==> src/hdl/srm_pkg.sv <==
// Constants and types for the serial register map selector.
// Assumes one 200 MHz clock and a slow two-wire bus sampled on it.
package srm_pkg;
  localparam int unsigned BITS_PER_BYTE = 8;
  // Main slave address: upper six bits fixed, low bit from the select pin
  localparam logic [5:0] MAIN_ADDR_HI = 6'h10;
  // Sub-map selector register and its field
  localparam logic [7:0] SEL_REG_OFS = 8'h0e;
  localparam int unsigned SEL_LSB = 5;
  localparam int unsigned SEL_MSB = 6;
  localparam logic [7:0] SEL_REG_RST = 8'h00;
  // Stream-map slave address register, field in bits 7:1
  localparam logic [7:0] STREAM_REG_OFS = 8'hfe;
  localparam logic [7:0] STREAM_REG_RST = 8'h00;
  localparam logic [6:0] STREAM_ADDR_OFF = 7'h00;
  localparam logic [7:0] SUBADDR_TOP = 8'hff;

  typedef enum logic [1:0] {
    MAP_USER = 2'b00,
    MAP_INTR = 2'b01,
    MAP_USER2 = 2'b10,
    MAP_STREAM = 2'b11
  } srm_map_e;

  typedef enum logic [2:0] {
    ST_IDLE = 3'b000,
    ST_RX = 3'b001,
    ST_CHK = 3'b011,
    ST_ACK = 3'b010,
    ST_TX = 3'b110,
    ST_RACK = 3'b111
  } srm_state_e;

  typedef enum logic [1:0] {
    PH_DEV = 2'b00,
    PH_SUB = 2'b01,
    PH_DATA = 2'b11
  } srm_phase_e;
endpackage : srm_pkg

==> src/hdl/srm_map_select.sv <==
// Two-wire slave front end that decodes slave addresses and routes
// register accesses to the user, interrupt, second user or stream map.
// Assumes the sub-maps answer REG_ADDR_OK and REG_RDATA combinationally
// from REG_MAP and REG_ADDR on the same clock.
// Behaviour
// Selector bits 6:5 of 0x0e route sub-maps
// Second user map at main address, selector 10
// Selector resets to user sub-map
// Host writes selector back to 00
// Stream address from bits 7:1 of 0xfe
// Stream field resets zero; silent until nonzero
// Host programs stream address 0x88/0x89
// Stream map ignores pin and selector
// Select pin sets main address bit 1
// Unknown subaddress: no acknowledge, go idle
// Selector reachable from every main sub-map; applies next access
module srm_map_select (
  input wire logic MCLK,
  input wire logic SRST,
  input wire logic SCL_IN,
  input wire logic SDA_IN,
  input wire logic ADDR_SELECT_PIN,
  output logic SDA_OUT,
  output logic SDA_OE_N,
  output srm_pkg::srm_map_e REG_MAP,
  output logic [7:0] REG_ADDR,
  output logic [7:0] REG_WDATA,
  output logic REG_WR,
  input wire logic REG_ADDR_OK,
  input wire logic [7:0] REG_RDATA,
  output logic [1:0] SUB_MAP_SELECTOR,
  output logic [6:0] STREAM_SLAVE_ADDR
);
  import srm_pkg::*;

  logic [2:0] sync_q;
  logic scl_s, sda_s, pin_s;
  logic scl_d_r, sda_d_r;
  logic scl_rise, scl_fall, start_ev, stop_ev;
  srm_state_e state_r;
  srm_phase_e phase_r;
  srm_map_e map_r, map_nxt;
  logic [3:0] bit_cnt_r;
  logic [7:0] shift_r, addr_r, wdata_r, sel_reg_r, stream_reg_r, txd;
  logic rw_r, stream_hit_r, wr_r, oe_n_r, sda_o_r;
  logic [1:0] sel_field, sel_out_r;
  logic [6:0] stream_out_r, sh_hi;
  logic [1:0] sh_sel;
  logic byte_done, dev_byte, dev_match_main, dev_match_str;
  logic int_sel, int_str, addr_ok, wr_fire;

  srm_sync #(.W(3), .RST_VAL(3'h6)) u_sync (
    .clk(MCLK),
    .srst(SRST),
    .d({SCL_IN, SDA_IN, ADDR_SELECT_PIN}),
    .q(sync_q)
  );
  assign scl_s = sync_q[2];
  assign sda_s = sync_q[1];
  assign pin_s = sync_q[0];

  always_ff @(posedge MCLK) begin
    if (SRST) begin
      scl_d_r <= 1'b1;
      sda_d_r <= 1'b1;
    end else begin
      scl_d_r <= scl_s;
      sda_d_r <= sda_s;
    end
  end

  assign scl_rise = scl_s & ~scl_d_r;
  assign scl_fall = ~scl_s & scl_d_r;
  assign start_ev = scl_s & scl_d_r & sda_d_r & ~sda_s;
  assign stop_ev = scl_s & scl_d_r & ~sda_d_r & sda_s;

  assign sel_field = sel_reg_r[SEL_MSB:SEL_LSB];
  assign sh_hi = shift_r[7:1];
  assign sh_sel = shift_r[SEL_MSB:SEL_LSB];
  assign byte_done = (state_r == ST_RX) && scl_fall && (bit_cnt_r == 4'(BITS_PER_BYTE));
  assign dev_byte = byte_done && (phase_r == PH_DEV);
  assign dev_match_main = (sh_hi == {MAIN_ADDR_HI, pin_s});
  // Zero field means unprogrammed, so the stream map stays silent
  assign dev_match_str = (sh_hi == stream_reg_r[7:1])
                       && (stream_reg_r[7:1] != STREAM_ADDR_OFF);
  // Selector stays decodable in every main sub-map so the host can return
  assign int_sel = (map_r != MAP_STREAM) && (addr_r == SEL_REG_OFS);
  assign int_str = (map_r == MAP_USER) && (addr_r == STREAM_REG_OFS);
  assign addr_ok = int_sel | int_str | REG_ADDR_OK;
  assign wr_fire = (state_r == ST_CHK) && addr_ok && (phase_r == PH_DATA) && !start_ev && !stop_ev;
  assign txd = int_sel ? sel_reg_r : (int_str ? stream_reg_r : REG_RDATA);

  // Reserved selector code 11 falls back to the user sub-map
  always_comb begin
    if (stream_hit_r) begin
      map_nxt = MAP_STREAM;
    end else begin
      unique case (sel_field)
        2'b01: map_nxt = MAP_INTR;
        2'b10: map_nxt = MAP_USER2;
        default: map_nxt = MAP_USER;
      endcase
    end
  end

  // Byte engine
  always_ff @(posedge MCLK) begin
    if (SRST || stop_ev) begin
      state_r <= ST_IDLE;
      phase_r <= PH_DEV;
      bit_cnt_r <= 4'h0;
      shift_r <= 8'h00;
      rw_r <= 1'b0;
      stream_hit_r <= 1'b0;
    end else if (start_ev) begin
      state_r <= ST_RX;
      phase_r <= PH_DEV;
      bit_cnt_r <= 4'h0;
    end else begin
      unique case (state_r)
        ST_IDLE: ;
        ST_RX: begin
          if (scl_rise) begin
            shift_r <= {shift_r[6:0], sda_s};
            bit_cnt_r <= bit_cnt_r + 4'h1;
          end
          if (byte_done) begin
            if (phase_r == PH_DEV) begin
              rw_r <= shift_r[0];
              stream_hit_r <= !dev_match_main && dev_match_str;
              state_r <= (dev_match_main || dev_match_str) ? ST_ACK : ST_IDLE;
            end else begin
              state_r <= ST_CHK;
            end
          end
        end
        ST_CHK: state_r <= addr_ok ? ST_ACK : ST_IDLE;
        ST_ACK: begin
          if (scl_fall) begin
            bit_cnt_r <= 4'h0;
            if (rw_r) begin
              state_r <= ST_TX;
              shift_r <= txd;
            end else begin
              state_r <= ST_RX;
              phase_r <= (phase_r == PH_DEV) ? PH_SUB : PH_DATA;
            end
          end
        end
        ST_TX: begin
          if (scl_fall) begin
            shift_r <= {shift_r[6:0], 1'b0};
            bit_cnt_r <= bit_cnt_r + 4'h1;
            if (bit_cnt_r == 4'(BITS_PER_BYTE - 1)) begin
              state_r <= ST_RACK;
            end
          end
        end
        ST_RACK: begin
          if (scl_rise && sda_s) begin
            state_r <= ST_IDLE;
          end else if (scl_fall) begin
            state_r <= ST_TX;
            bit_cnt_r <= 4'h0;
            shift_r <= txd;
          end
        end
        default: state_r <= ST_IDLE;
      endcase
    end
  end

  // Subaddress pointer; saturates so reads past the top repeat it
  always_ff @(posedge MCLK) begin
    if (SRST) begin
      addr_r <= 8'h00;
    end else if (byte_done && phase_r == PH_SUB) begin
      addr_r <= shift_r;
    end else if (addr_r != SUBADDR_TOP && !start_ev && !stop_ev
                 && ((state_r == ST_ACK && scl_fall && !rw_r && phase_r == PH_DATA)
                     || (state_r == ST_RACK && scl_rise && !sda_s))) begin
      addr_r <= addr_r + 8'h01;
    end
  end

  // Local registers and the external write strobe
  always_ff @(posedge MCLK) begin
    if (SRST) begin
      sel_reg_r <= SEL_REG_RST;
      stream_reg_r <= STREAM_REG_RST;
      wr_r <= 1'b0;
      wdata_r <= 8'h00;
    end else begin
      wr_r <= wr_fire && !int_sel && !int_str;
      if (wr_fire) begin
        wdata_r <= shift_r;
      end
      if (wr_fire && int_sel) begin
        sel_reg_r <= shift_r;
      end
      if (wr_fire && int_str) begin
        stream_reg_r <= shift_r;
      end
    end
  end

  // Open drain: only the enable moves, the data flop stays low
  always_ff @(posedge MCLK) begin
    if (SRST) begin
      oe_n_r <= 1'b1;
      sda_o_r <= 1'b0;
      map_r <= MAP_USER;
      sel_out_r <= 2'b00;
      stream_out_r <= STREAM_ADDR_OFF;
    end else begin
      oe_n_r <= !((state_r == ST_ACK) || (state_r == ST_TX && !shift_r[7]));
      sda_o_r <= 1'b0;
      map_r <= map_nxt;
      sel_out_r <= sel_field;
      stream_out_r <= stream_reg_r[7:1];
    end
  end

  assign SDA_OUT = sda_o_r;
  assign SDA_OE_N = oe_n_r;
  assign REG_MAP = map_r;
  assign REG_ADDR = addr_r;
  assign REG_WDATA = wdata_r;
  assign REG_WR = wr_r;
  assign SUB_MAP_SELECTOR = sel_out_r;
  assign STREAM_SLAVE_ADDR = stream_out_r;
endmodule : srm_map_select

==> src/hdl/srm_sync.sv <==
// Two-flop synchroniser for a group of asynchronous pin levels.
// Assumes each bit is an independent level; no word coherence.
module srm_sync #(
  parameter int unsigned W = 1,
  parameter logic [W-1:0] RST_VAL = '0
) (
  input wire logic clk,
  input wire logic srst,
  input wire logic [W-1:0] d,
  output logic [W-1:0] q
);
  logic [W-1:0] meta_r;
  logic [W-1:0] sync_r;

  always_ff @(posedge clk) begin
    if (srst) begin
      meta_r <= RST_VAL;
      sync_r <= RST_VAL;
    end else begin
      meta_r <= d;
      sync_r <= meta_r;
    end
  end

  assign q = sync_r;
endmodule : srm_sync

==> config.mk <==
export PLATFORM = sky130hd
export DESIGN_NAME = srm_map_select
export DESIGN_NICKNAME = d
export VERILOG_FILES = /design/src/hdl/srm_pkg.sv /design/src/hdl/srm_map_select.sv /design/src/hdl/srm_sync.sv
export SDC_FILE = /design/constraint.sdc
export NUM_CORES = 1
export LEC_CHECK = 0
export BUFFER_PORTS_ARGS = -buffer_cell sky130_fd_sc_hd__buf_2
export CAP_MARGIN = 0
export CORE_UTILIZATION = 58
export CTS_CLUSTER_DIAMETER = 50
export CTS_CLUSTER_SIZE = 25
export DETAILED_ROUTE_END_ITERATION = 10
export PLACE_DENSITY = 0.8
export SYNTH_ARGS = -nofsm -noshare
export SYNTH_HDL_FRONTEND = slang
export SYNTH_SLANG_ARGS = --single-unit
==> constraint.sdc <==
create_clock -name MCLK -period 2.2 [get_ports MCLK]
set_input_delay 0.44 -clock MCLK [delete_from_list [all_inputs] [get_ports MCLK]]
set_output_delay 0.44 -clock MCLK [all_outputs]
set_load 0.01 [all_outputs]
==> reports/summary.txt, run 1 <==
Synth cell types: 67
Hold Crit Class: input port to register
Top-count cell post-synth: dfxtp_1
CTS Buf Count: 9
DRC viols: 0
TNS Setup: 0 ps
TritonCTS clock tree: done
Unrepaired setup endpoints after global routing: false
WS Path Type: register to register
FFs w/ async S/R, synth: 0%
Hold Worst Slack: 265 ps
Largest family of logic cells by synthesized area: simple AND/OR/NAND/NOR gates
Final period util: 94.3%
Max-Cap Viols: 0
I/O pins: 44
Max-slew violations: 0
Setup crit end kind: register
Total GRT Usage: 27.3%
Clock skew: 7.95 ps
Pwr/cell area: 680 nW/µm²
Minimum clock period: 2070 ps
Post-CTS Hold Buffers: 0
Grt ovf: 0
Final wirelength: 8350 µm
Worst slew margin: 57.2%
Post-synth top flop: dfxtp_1
Fill cell count: 477
Starting Density: 61.0%
Sequential share of the synthesized area: 39.4%
Area leader, netlist: dfxtp_1
Yosys top cell area share: 39.4%
Peak supply drop: 422 µV
Largest net degree at the start of global routing: 32
Drt pass-1 iters: 5
Setup violators final: 0
# H-tree levels: 3
EDFF count, synth: 0
Antenna Nets Post-Route: 0
Yosys warning count: 0
Via Count: 3020
First-pass GRT wire length: 13500 µm
GP Congestion: 0.882
Die X: 81.4 µm
DRT iter0 DRCs: 173
Die H: 81.4 µm
Worst-path clk slew: 80 ps
Synthesized area per cell: 9.28 µm²
Tot Pwr: 2.79 mW
Crit Path Max Fanout: 8
Area grow syn2layout: 12.5%
Worst-Skew Late Latency: 350 ps
Vias in the first global route: 2734
Root Driver: clkbuf_8
Port bufs: 42
Clk sinks: 72
Setup slack, reg-to-reg: 130 ps
Complex-gate fraction of the synthesized area: 14.9%
Achievable Freq: 482 MHz
Fin. Hold Viols: 0
Post-synth top cells: dfxtp_1, nor2_1, mux2i_1
Max clock buf depth: 2
Share of cells above drive strength 1: 23.1%
Synth area leaders: dfxtp_1, mux2i_1, nor2_1
Placeable core area: 5990 µm²
LEAKAGE: 1.85 nW
CP Launch Type: register
Routed len/inst: 16.3 µm
Die area: 6630 µm²
Mean number of vias per cell: 5.89
Post-CTS Resized: 0
Mux contribution to synthesized area: 9.31%
Antenna diode count: 0
Status: completed
Post-Synth Simple-Gate Area: 24.6%
DP HPWL: 5590 µm
Syn nets: 412
Row cnt: 28
Post-Synth XOR/XNOR Area: 2.64%
Number of synthesized register bits: 72
Initial antenna violation count: 0
Mapped Cells: 394
CP required: 2470 ps
Post-synthesis adder-cell area fraction: 1.37%
Mapped cell area: 3660 µm²
Final #Nets: 452
Worst-Margin Slew: 637 ps
Critical path arrival: 2340 ps
Post-CTS setup buffer count: 0
through the flow:
stage	instance area, µm²	worst slack, ps	utilization (%)	std cells
2_1_floorplan	3660	212	-	394
3_5_place_dp	3840	138	64.1	498
6_report	4110	126	68.6	513
4_1_cts	4100	109	68.5	513
5_1_grt	4110	25.4	68.6	513
3_3_place_gp	3840	186	64.1	498
per-layer routing:
layer	up-vias	global-route usage [%]	share of wire, %
met5	-	0	0
met4	0	11.3	2.1
met3	19	7.98	5.3
met2	104	42.4	48
met1	1435	35.2	45
li1	1462	-	-
critical path, stage by stage, from the launching register on:
cell and delay, ps:
dfxtp_1 500, nand2_1 90, or4_4 520, a221oi_4 470, xnor2_1 160, a211oi_2 240
worst paths after layout:
check,startpoint,to,depth (start not counted)
worst max-delay path,state_r[0],REG_ADDR[0],5
worst max register to register,state_r[0],REG_ADDR[0],5
worst min-delay path,SDA_IN,u_sync.meta_r[1],2
worst min register to register,u_sync.meta_r[2],u_sync.q[2],1
state kept, by name (all words and copies together), names as in the netlist, 3 cells and up:
| register | count |
|---|---|
| REG_WDATA | 8 |
| shift_r | 8 |
| u_sync.q | 3 |
| stream_reg_r | 8 |
| state_r | 3 |
| REG_ADDR | 8 |
| u_sync.meta_r | 3 |
| bit_cnt_r | 4 |
| STREAM_SLAVE_ADDR | 7 |
| sel_reg_r | 8 |
cells by family (layout without fill, tap and decap cells):
| family | count (synthesis) | after routing |
|---|---|---|
| simple gates | 165 | 165 |
| fa+ha+maj | 4 | 4 |
| mux | 34 | 34 |
| other cells | 1 | 1 |
| flops | 72 | 72 |
| buf+inv | 39 | 83 |
| xor+xnor | 11 | 11 |
| compound gates | 68 | 68 |
placed cells by master (no fill, tap or decap), drive strengths merged, types with 2 or more instances in the layout:
cell type	n
dfxtp	72
buf	58
nor2	53
mux2i	34
nand2	27
o21ai	16
a21oi	15
nor2b	13
inv	10
nand3	10
nor3	10
clkbuf	10
xor2	9
a21o	9
a311oi	8
nor3b	7
nand4	7
or2	6
or3	5
ha	4
bufinv	4
nor4	3
and3	3
nand2b	3
and2	3
or4	3
nor4b	3
and3b	2
xnor2	2
a41oi	2
a31oi	2
nand3b	2
and4	2
a211oi	2
power by group:
group          internal [mW]  leakage (nW)  switching (mW)
logic                 0.0264          1.14          0.0494
clock network          0.895         0.133           0.508
registers               1.31         0.581         0.00749
total                   2.23          1.85           0.565
layout make-up:
type / count / area [µm²] / area share [%]
Clock buffer: 10 / 138 / 3.35
Clock inverter: 5 / 129 / 3.13
Inverter: 10 / 37.5 / 0.913
Multi-Input combinational cell: 283 / 1940 / 47.2
Sequential cell: 72 / 1440 / 35.1
Tap cell: 75 / 93.8 / 2.28
Timing Repair Buffer: 58 / 330 / 8.03
(Power assumes the default switching activity.)
==> inputs of run 2 (changes only) <==
--- a/config.mk
+++ b/config.mk
@@ -7,11 +7,14 @@
 export LEC_CHECK = 0
 export BUFFER_PORTS_ARGS = -buffer_cell sky130_fd_sc_hd__buf_2
 export CAP_MARGIN = 0
-export CORE_UTILIZATION = 58
+export CELL_PAD_IN_SITES_DETAIL_PLACEMENT = 0
+export CELL_PAD_IN_SITES_GLOBAL_PLACEMENT = 1
+export CORE_UTILIZATION = 44
 export CTS_CLUSTER_DIAMETER = 50
 export CTS_CLUSTER_SIZE = 25
 export DETAILED_ROUTE_END_ITERATION = 10
-export PLACE_DENSITY = 0.8
+export PLACE_DENSITY_LB_ADDON = 0.1
+export SKIP_LAST_GASP = 1
 export SYNTH_ARGS = -nofsm -noshare
 export SYNTH_HDL_FRONTEND = slang
 export SYNTH_SLANG_ARGS = --single-unit
==> run 2 against run 1 <==
Against the previous run: core utilization down 16 points; sequential share of layout area down 0.15 points; die area up 31%; clock power down 34%; total power down 17%; via count down 3.8%; critical path type unchanged; cell area up 0.43%; clock skew up 5.1 ps; flip-flop and latch count unchanged; clock-buffer cell count unchanged; critical endpoint is now REG_ADDR[5]; worst setup slack better by 14 ps; sequential power about the same.
==> reports/summary.txt, run 2 (synthesized netlist as in run 1, its figures left out) <==
Setup violators final: 0 (unchanged)
Setup crit end kind: register (unchanged)
GP Congestion: 0.806 (was 0.882)
Max clock buf depth: 2 (unchanged)
Reg2reg end: REG_ADDR[5] (was REG_ADDR[0])
Mean number of vias per cell: 5.28 (was 5.89)
Worst path max stage delay: 480 ps (was 520 ps)
Max-slew violations: 0 (unchanged)
Crit Path Max Fanout: 9 (was 8)
Initial antenna violation count: 0 (unchanged)
Die area: 8680 µm² (was 6630 µm²)
Fin. Hold Viols: 0 (unchanged)
Placed cell area: 3950 µm² (was 3840 µm²)
Fill cell count: 767 (was 477)
Peak supply drop: 341 µV (was 422 µV)
Largest net degree at the start of global routing: 28 (was 32)
Setup crit end: REG_ADDR[5] (was REG_ADDR[0])
Final wirelength: 8650 µm (was 8350 µm)
Die X: 93.2 µm (was 81.4 µm)
LEAKAGE: 1.85 nW (about the same)
Root Driver: clkbuf_8 (unchanged)
Crit. Startpoint: state_r[2] (was state_r[0])
DRT iter0 DRCs: 126 (was 173)
TNS Setup: 0 ps (unchanged)
DP HPWL: 6150 µm (was 5590 µm)
TritonCTS clock tree: done (unchanged)
Die H: 93.2 µm (was 81.4 µm)
FF-to-FF Start: state_r[2] (was state_r[0])
Slowest CP cell: dfxtp_1 (was or4_4)
Antenna diode count: 0 (unchanged)
Most common cell after layout, fill and taps aside: dfxtp_1 (unchanged)
Placeable core area: 7890 µm² (was 5990 µm²)
Most frequent cells in the layout: dfxtp_1, nor2_1, buf_2 (unchanged)
Final period util: 93.6% (was 94.3%)
Status: completed (unchanged)
Antenna Nets Post-Route: 0 (unchanged)
Unrepaired setup endpoints after global routing: false (unchanged)
Routed len/inst: 15.7 µm (was 16.3 µm)
Area grow syn2layout: 12.9% (was 12.5%)
Hold Crit Class: input port to register (unchanged)
Cell mode on critical path: nand2_1
DRC viols: 0 (unchanged)
Worst-Skew Late Latency: 350 ps (about the same)
CP Launch Type: register (unchanged)
Total GRT Usage: 22.1% (was 27.3%)
WS Path Type: register to register (unchanged)
I/O pins: 44 (unchanged)
Clock skew: 13.1 ps (was 7.95 ps)
Clk sinks: 72 (unchanged)
Share of cells above drive strength 1: 24.3% (was 23.1%)
Crit path cell chain: nand2_1 -> or4_4 -> a221o_1 -> a41oi_1 -> nand2_1 (was nand2_1 -> or4_4 -> a221oi_4 -> xnor2_1 -> a211oi_2)
Grt ovf: 0 (unchanged)
Pwr/cell area: 562 nW/µm² (was 680 nW/µm²)
Row cnt: 32 (was 28)
Max-Cap Viols: 0 (unchanged)
Setup slack, reg-to-reg: 140 ps (was 130 ps)
Final instance area: 4130 µm² (was 4110 µm²)
Port bufs: 42 (unchanged)
Post-CTS setup buffer count: 0 (unchanged)
Via Count: 2905 (was 3020)
First-pass GRT wire length: 14800 µm (was 13500 µm)
CP required: 2430 ps (was 2470 ps)
# H-tree levels: 3 (unchanged)
Achievable Freq: 485 MHz (was 482 MHz)
Drt pass-1 iters: 4 (was 5)
Vias in the first global route: 2871 (was 2734)
Final #Nets: 461 (was 452)
Worst-path clk slew: 80 ps (about the same)
CTS Buf Count: 9 (unchanged)
R2r worst-path depth: 5 (unchanged)
Starting Density: 46.4% (was 61.0%)
Minimum clock period: 2060 ps (was 2070 ps)
Critical path arrival: 2290 ps (was 2340 ps)
-- run 2: changes by cell type in the layout (fill, tap and decap cells not counted) --
cell        change
inv_6           +1
nand2_2         -1
clkbuf_1        +1
clkbuf_8        -1
buf_4           +8
bufinv_16       -4
nand2_1         +1
clkinvlp_4      +3
clkinv_2        +1
buf_12          +1
-- run 2: per-layer routing --
metal	vias up	GRT usage (%)	wire length (µm)
met5	-	0	0
met2	42	36.6	4150
li1	1493	-	-
met1	1362	28.7	4160
met3	8	5.77	235
met4	0	5.51	104
-- run 2: worst min-delay path by stage --
stage / startpoint / end / slack [ps] / depth (start not counted)
final: SDA_IN / u_sync.meta_r[1] / 280 / 2
after detailed placement: u_sync.meta_r[1] / u_sync.q[1] / 400 / 1
after floorplan: u_sync.meta_r[1] / u_sync.q[1] / 390 / 1
after global placement: u_sync.meta_r[2] / u_sync.q[2] / 400 / 1
after global routing: SDA_IN / u_sync.meta_r[1] / 270 / 2
after CTS: SDA_IN / u_sync.meta_r[1] / 270 / 2
-- run 2: critical path: cells and delay by family (launching register included) --
kind,cells,cell delay (ps)
AND/OR/NAND/NOR,3,710
AO/OA/AOI/OAI,2,750
flip-flops,1,480
-- run 2: final cells by class --
class                   count  area (µm²)  share of cell area, %
clock buffers              10         128                   3.09
clock inverters             6        45.0                   1.09
inverters                  10        37.5                  0.909
multi-input cells         283        1940                   47.0
flip-flops and latches     72        1440                   34.9
well taps                 102         128                   3.09
repair buffers             67         410                   9.94
-- run 2: metrics by stage --
step                      util, %  worst slack [ps]  power, mW  instances  hold slack [ps]
after floorplan                 -               212       1.40        394              389
after global placement       50.1               126       1.43        534              401
after detailed placement     50.1               152       1.43        534              402
after CTS                    52.3               145       2.36        550              268
after global routing         52.3              29.0       2.43        550              266
final                        52.3               140       2.32        550              281
-- run 2: where the power goes --
group / total, mW / internal [mW] / leakage (nW) / switching (mW)
Sequential: 1.31 / 1.31 / 0.581 / 0.00577
Combinational: 0.0801 / 0.0293 / 1.19 / 0.0508
Clock: 0.925 / 0.413 / 0.0789 / 0.512
-- run 2: timing repair --
action,in CTS,in global routing
endpoints found under the setup margin,0,1
hold buffers,0,0
gates resized for setup,0,1
==> inputs of run 3 (changes only) <==
--- a/config.mk
+++ b/config.mk
@@ -5,11 +5,12 @@
 export SDC_FILE = /design/constraint.sdc
 export NUM_CORES = 1
 export LEC_CHECK = 0
+export ABC_AREA = 1
 export BUFFER_PORTS_ARGS = -buffer_cell sky130_fd_sc_hd__buf_2
 export CAP_MARGIN = 0
 export CELL_PAD_IN_SITES_DETAIL_PLACEMENT = 0
 export CELL_PAD_IN_SITES_GLOBAL_PLACEMENT = 1
-export CORE_UTILIZATION = 44
+export CORE_UTILIZATION = 42
 export CTS_CLUSTER_DIAMETER = 50
 export CTS_CLUSTER_SIZE = 25
 export DETAILED_ROUTE_END_ITERATION = 10
==> run 3 against run 2 <==
Against the previous run: flip-flop and latch count did not move; critical path depth rose by 4; critical path type unchanged; die area rose by 7.5%; clock skew fell by 1.1 ps; synthesized cell count rose by 40%; cell area rose by 5.3%; cell count rose by 29%; fmax rose by 5.0%; total power rose by 27%; clock-buffer cell count fell by 1; synthesized area rose by 2.7%.
==> reports/summary.txt, run 3 <==
Die X: 96.6 µm (was 93.2 µm)
Mean number of vias per cell: 4.93 (was 5.28)
DP HPWL: 7290 µm (was 6150 µm)
Hold path depth: 2 (unchanged)
Drt pass-1 iters: 4 (unchanged)
Port bufs: 42 (unchanged)
Starting Density: 43.3% (was 46.4%)
Worst hold endpoint: u_sync.meta_r[1] (unchanged)
Unrepaired setup endpoints after global routing: false (unchanged)
Achievable Freq: 510 MHz (was 485 MHz)
Syn nets: 568 (was 412)
Cell mode on critical path: nand3_4 (was nand2_1)
Clock skew: 12.0 ps (was 13.1 ps)
Post-CTS Hold Buffers: 0 (unchanged)
Hold Crit Class: input port to register (unchanged)
Antenna Nets Post-Route: 0 (unchanged)
Max-Cap Viols: 0 (unchanged)
Minimum clock period: 1960 ps (was 2060 ps)
Via Count: 3486 (was 2905)
Die H: 96.6 µm (was 93.2 µm)
Mapped cell area: 3760 µm² (was 3660 µm²)
LEAKAGE: 2.05 nW (was 1.85 nW)
Post-synth top flop: dfxtp_1 (unchanged)
Yosys top cell area share: 38.4% (was 39.4%)
Top-count cell post-synth: nand2_1 (was dfxtp_1)
Yosys warning count: 0 (unchanged)
Setup violators final: 0 (unchanged)
Fill cell count: 934 (was 767)
Most common cell after layout, fill and taps aside: nand2_1 (was dfxtp_1)
Max-slew violations: 0 (unchanged)
Hold Path Origin: SDA_IN (unchanged)
R2r worst-path depth: 9 (was 5)
# H-tree levels: 3 (unchanged)
Most frequent cells in the layout: nand2_1, dfxtp_1, inv_1 (was dfxtp_1, nor2_1, buf_2)
Largest family of logic cells by synthesized area: simple AND/OR/NAND/NOR gates (unchanged)
CP Launch Type: register (unchanged)
Share of cells above drive strength 1: 17.0% (was 24.3%)
Grt ovf: 0 (unchanged)
Critical path arrival: 2220 ps (was 2290 ps)
Post-Synth XOR/XNOR Area: 2.10% (was 2.64%)
Total GRT Usage: 23.0% (was 22.1%)
Mapped Cells: 550 (was 394)
Final #Nets: 612 (was 461)
Post-CTS setup buffer count: 0 (unchanged)
Worst-Skew Late Latency: 350 ps (about the same)
Post-synth top cells: nand2_1, dfxtp_1, inv_1 (was dfxtp_1, nor2_1, mux2i_1)
Synthesized area per cell: 6.83 µm² (was 9.28 µm²)
CTS Buf Count: 9 (unchanged)
Sequential share of the synthesized area: 38.4% (was 39.4%)
Setup crit end kind: register (unchanged)
Number of synthesized register bits: 72 (unchanged)
Synth area leaders: dfxtp_1, nand2_1, inv_1 (was dfxtp_1, mux2i_1, nor2_1)
Area leader, netlist: dfxtp_1 (unchanged)
Worst slack at placement: 241 ps (was 152 ps)
Complex-gate fraction of the synthesized area: 12.8% (was 14.9%)
Routed len/inst: 14.0 µm (was 15.7 µm)
Worst-path clk slew: 80 ps (about the same)
Crit-path leading delay family: simple AND/OR/NAND/NOR gates (was compound AO/OA/AOI/OAI gates)
EDFF count, synth: 0 (unchanged)
Worst path max stage delay: 410 ps (was 480 ps)
Antenna diode count: 0 (unchanged)
Max clock buf depth: 2 (unchanged)
Setup slack, reg-to-reg: 240 ps (was 140 ps)
Reg2reg end: REG_WR (was REG_ADDR[5])
Die area: 9320 µm² (was 8680 µm²)
TritonCTS clock tree: done (unchanged)
I/O pins: 44 (unchanged)
Area grow syn2layout: 15.8% (was 12.9%)
WS Path Type: register to register (unchanged)
Status: completed (unchanged)
Pwr/cell area: 675 nW/µm² (was 562 nW/µm²)
Crit Path Max Fanout: 19 (was 9)
TNS Setup: 0 ps (unchanged)
Crit path cell chain: ha_1 -> inv_1 -> nor2_2 -> nand3_4 -> nand3_4 -> nand2_4 -> clkinv_2 -> nand2_2 -> nor3_1 (was nand2_1 -> or4_4 -> a221o_1 -> a41oi_1 -> nand2_1)
Fin. Hold Viols: 0 (unchanged)
Placeable core area: 8680 µm² (was 7890 µm²)
Worst Path Buf+Inv: 2 (was 0)
Row cnt: 34 (was 32)
Initial antenna violation count: 0 (unchanged)
Setup ws final: 238 ps (was 140 ps)
Synth cell types: 32 (was 67)
Largest net degree at the start of global routing: 42 (was 28)
CP required: 2460 ps (was 2430 ps)
FFs w/ async S/R, synth: 0% (unchanged)
Slowest CP cell: dfxtp_1 (unchanged)
Vias in the first global route: 3170 (was 2871)
Root Driver: clkbuf_8 (unchanged)
Post-CTS Resized: 0 (unchanged)
Mux contribution to synthesized area: 0% (was 9.31%)
First-pass GRT wire length: 15900 µm (was 14800 µm)
GP Congestion: 0.843 (was 0.806)
DRC viols: 0 (unchanged)
Final wirelength: 9910 µm (was 8650 µm)
Post-Synth Simple-Gate Area: 34.6% (was 24.6%)
DRT iter0 DRCs: 167 (was 126)
Final period util: 89.2% (was 93.6%)
Clk sinks: 72 (unchanged)
FF-to-FF Start: REG_ADDR[1] (was state_r[2])
Peak supply drop: 338 µV (was 341 µV)
Post-synthesis adder-cell area fraction: 1.33% (was 1.37%)
[run 3: changes by cell type in the layout (fill, tap and decap cells not counted), sizes merged, moves of 7 or more]
cell    change
a21o        -9
a21oi      +19
a311oi      -8
buf        -19
inv        +71
mux2i      -34
nand2      +97
nand3      +42
nor2       +25
nor2b      -13
nor3b       -7
o21ai      +19
o21bai     +17
[run 3: worst reg2reg max path, delay by kind of cell (launching register included)]
family	cells	cell delay, ps
buf+inv	2	220
simple gates	6	1040
fa+ha+maj	1	200
flops	1	410
[run 3: cell families (layout without fill, tap and decap cells)]
group | after synthesis | in the layout
flip-flops | 72 | 72
other | 1 | 1
AO/OA/AOI/OAI | 87 | 87
AND/OR/NAND/NOR | 279 | 279
buffers and inverters | 98 | 147
adder cells (fa/ha/maj) | 4 | 4
XOR/XNOR | 9 | 9
[run 3: per-stage QoR]
stage	cells	util, %	power (mW)	hold WS [ps]	instance area (µm²)
6_report	707	50.1	2.94	271	4350
5_1_grt	707	50.1	3.03	267	4350
4_1_cts	707	50.1	2.97	260	4350
3_5_place_dp	691	46.8	1.45	398	4060
3_3_place_gp	691	46.8	1.45	393	4060
2_1_floorplan	550	-	1.42	388	3760
[run 3: power breakdown]
part	switching (mW)	internal [mW]
sequential	0.00815	1.31
clock	0.530	0.986
combinational	0.0651	0.0351
total	0.603	2.33
[run 3: cell type report]
class                   count  area [µm²]  area share (%)
well taps                 108         135            3.11
inverters                  83         313            7.19
flip-flops and latches     72        1440            33.1
repair buffers             48         255            5.87
clock buffers               9         124            2.85
multi-input cells         380        1910            44.0
clock inverters             7         168            3.86
[run 3: worst max path at each step]
stage                      from            to  slack [ps]  cells after the start
floorplan           REG_ADDR[1]  sel_reg_r[4]         550                     11
global placement    REG_ADDR[0]  REG_WDATA[0]         330                     11
detailed placement  REG_ADDR[1]  REG_WDATA[4]         240                     10
CTS                 REG_ADDR[0]  REG_WDATA[4]         230                     11
global route        REG_ADDR[0]        REG_WR          30                     10
finish              REG_ADDR[1]        REG_WR         240                      9
[run 3: layer usage]
layer  share of wire [%]  track usage, %  vias to the layer above
met5                   0               0                        -
met4                 1.5            9.93                        0
met3                 3.5            3.13                       11
met2                  46            36.9                       63
met1                  49            30.8                     1581
li1                    -               -                     1831
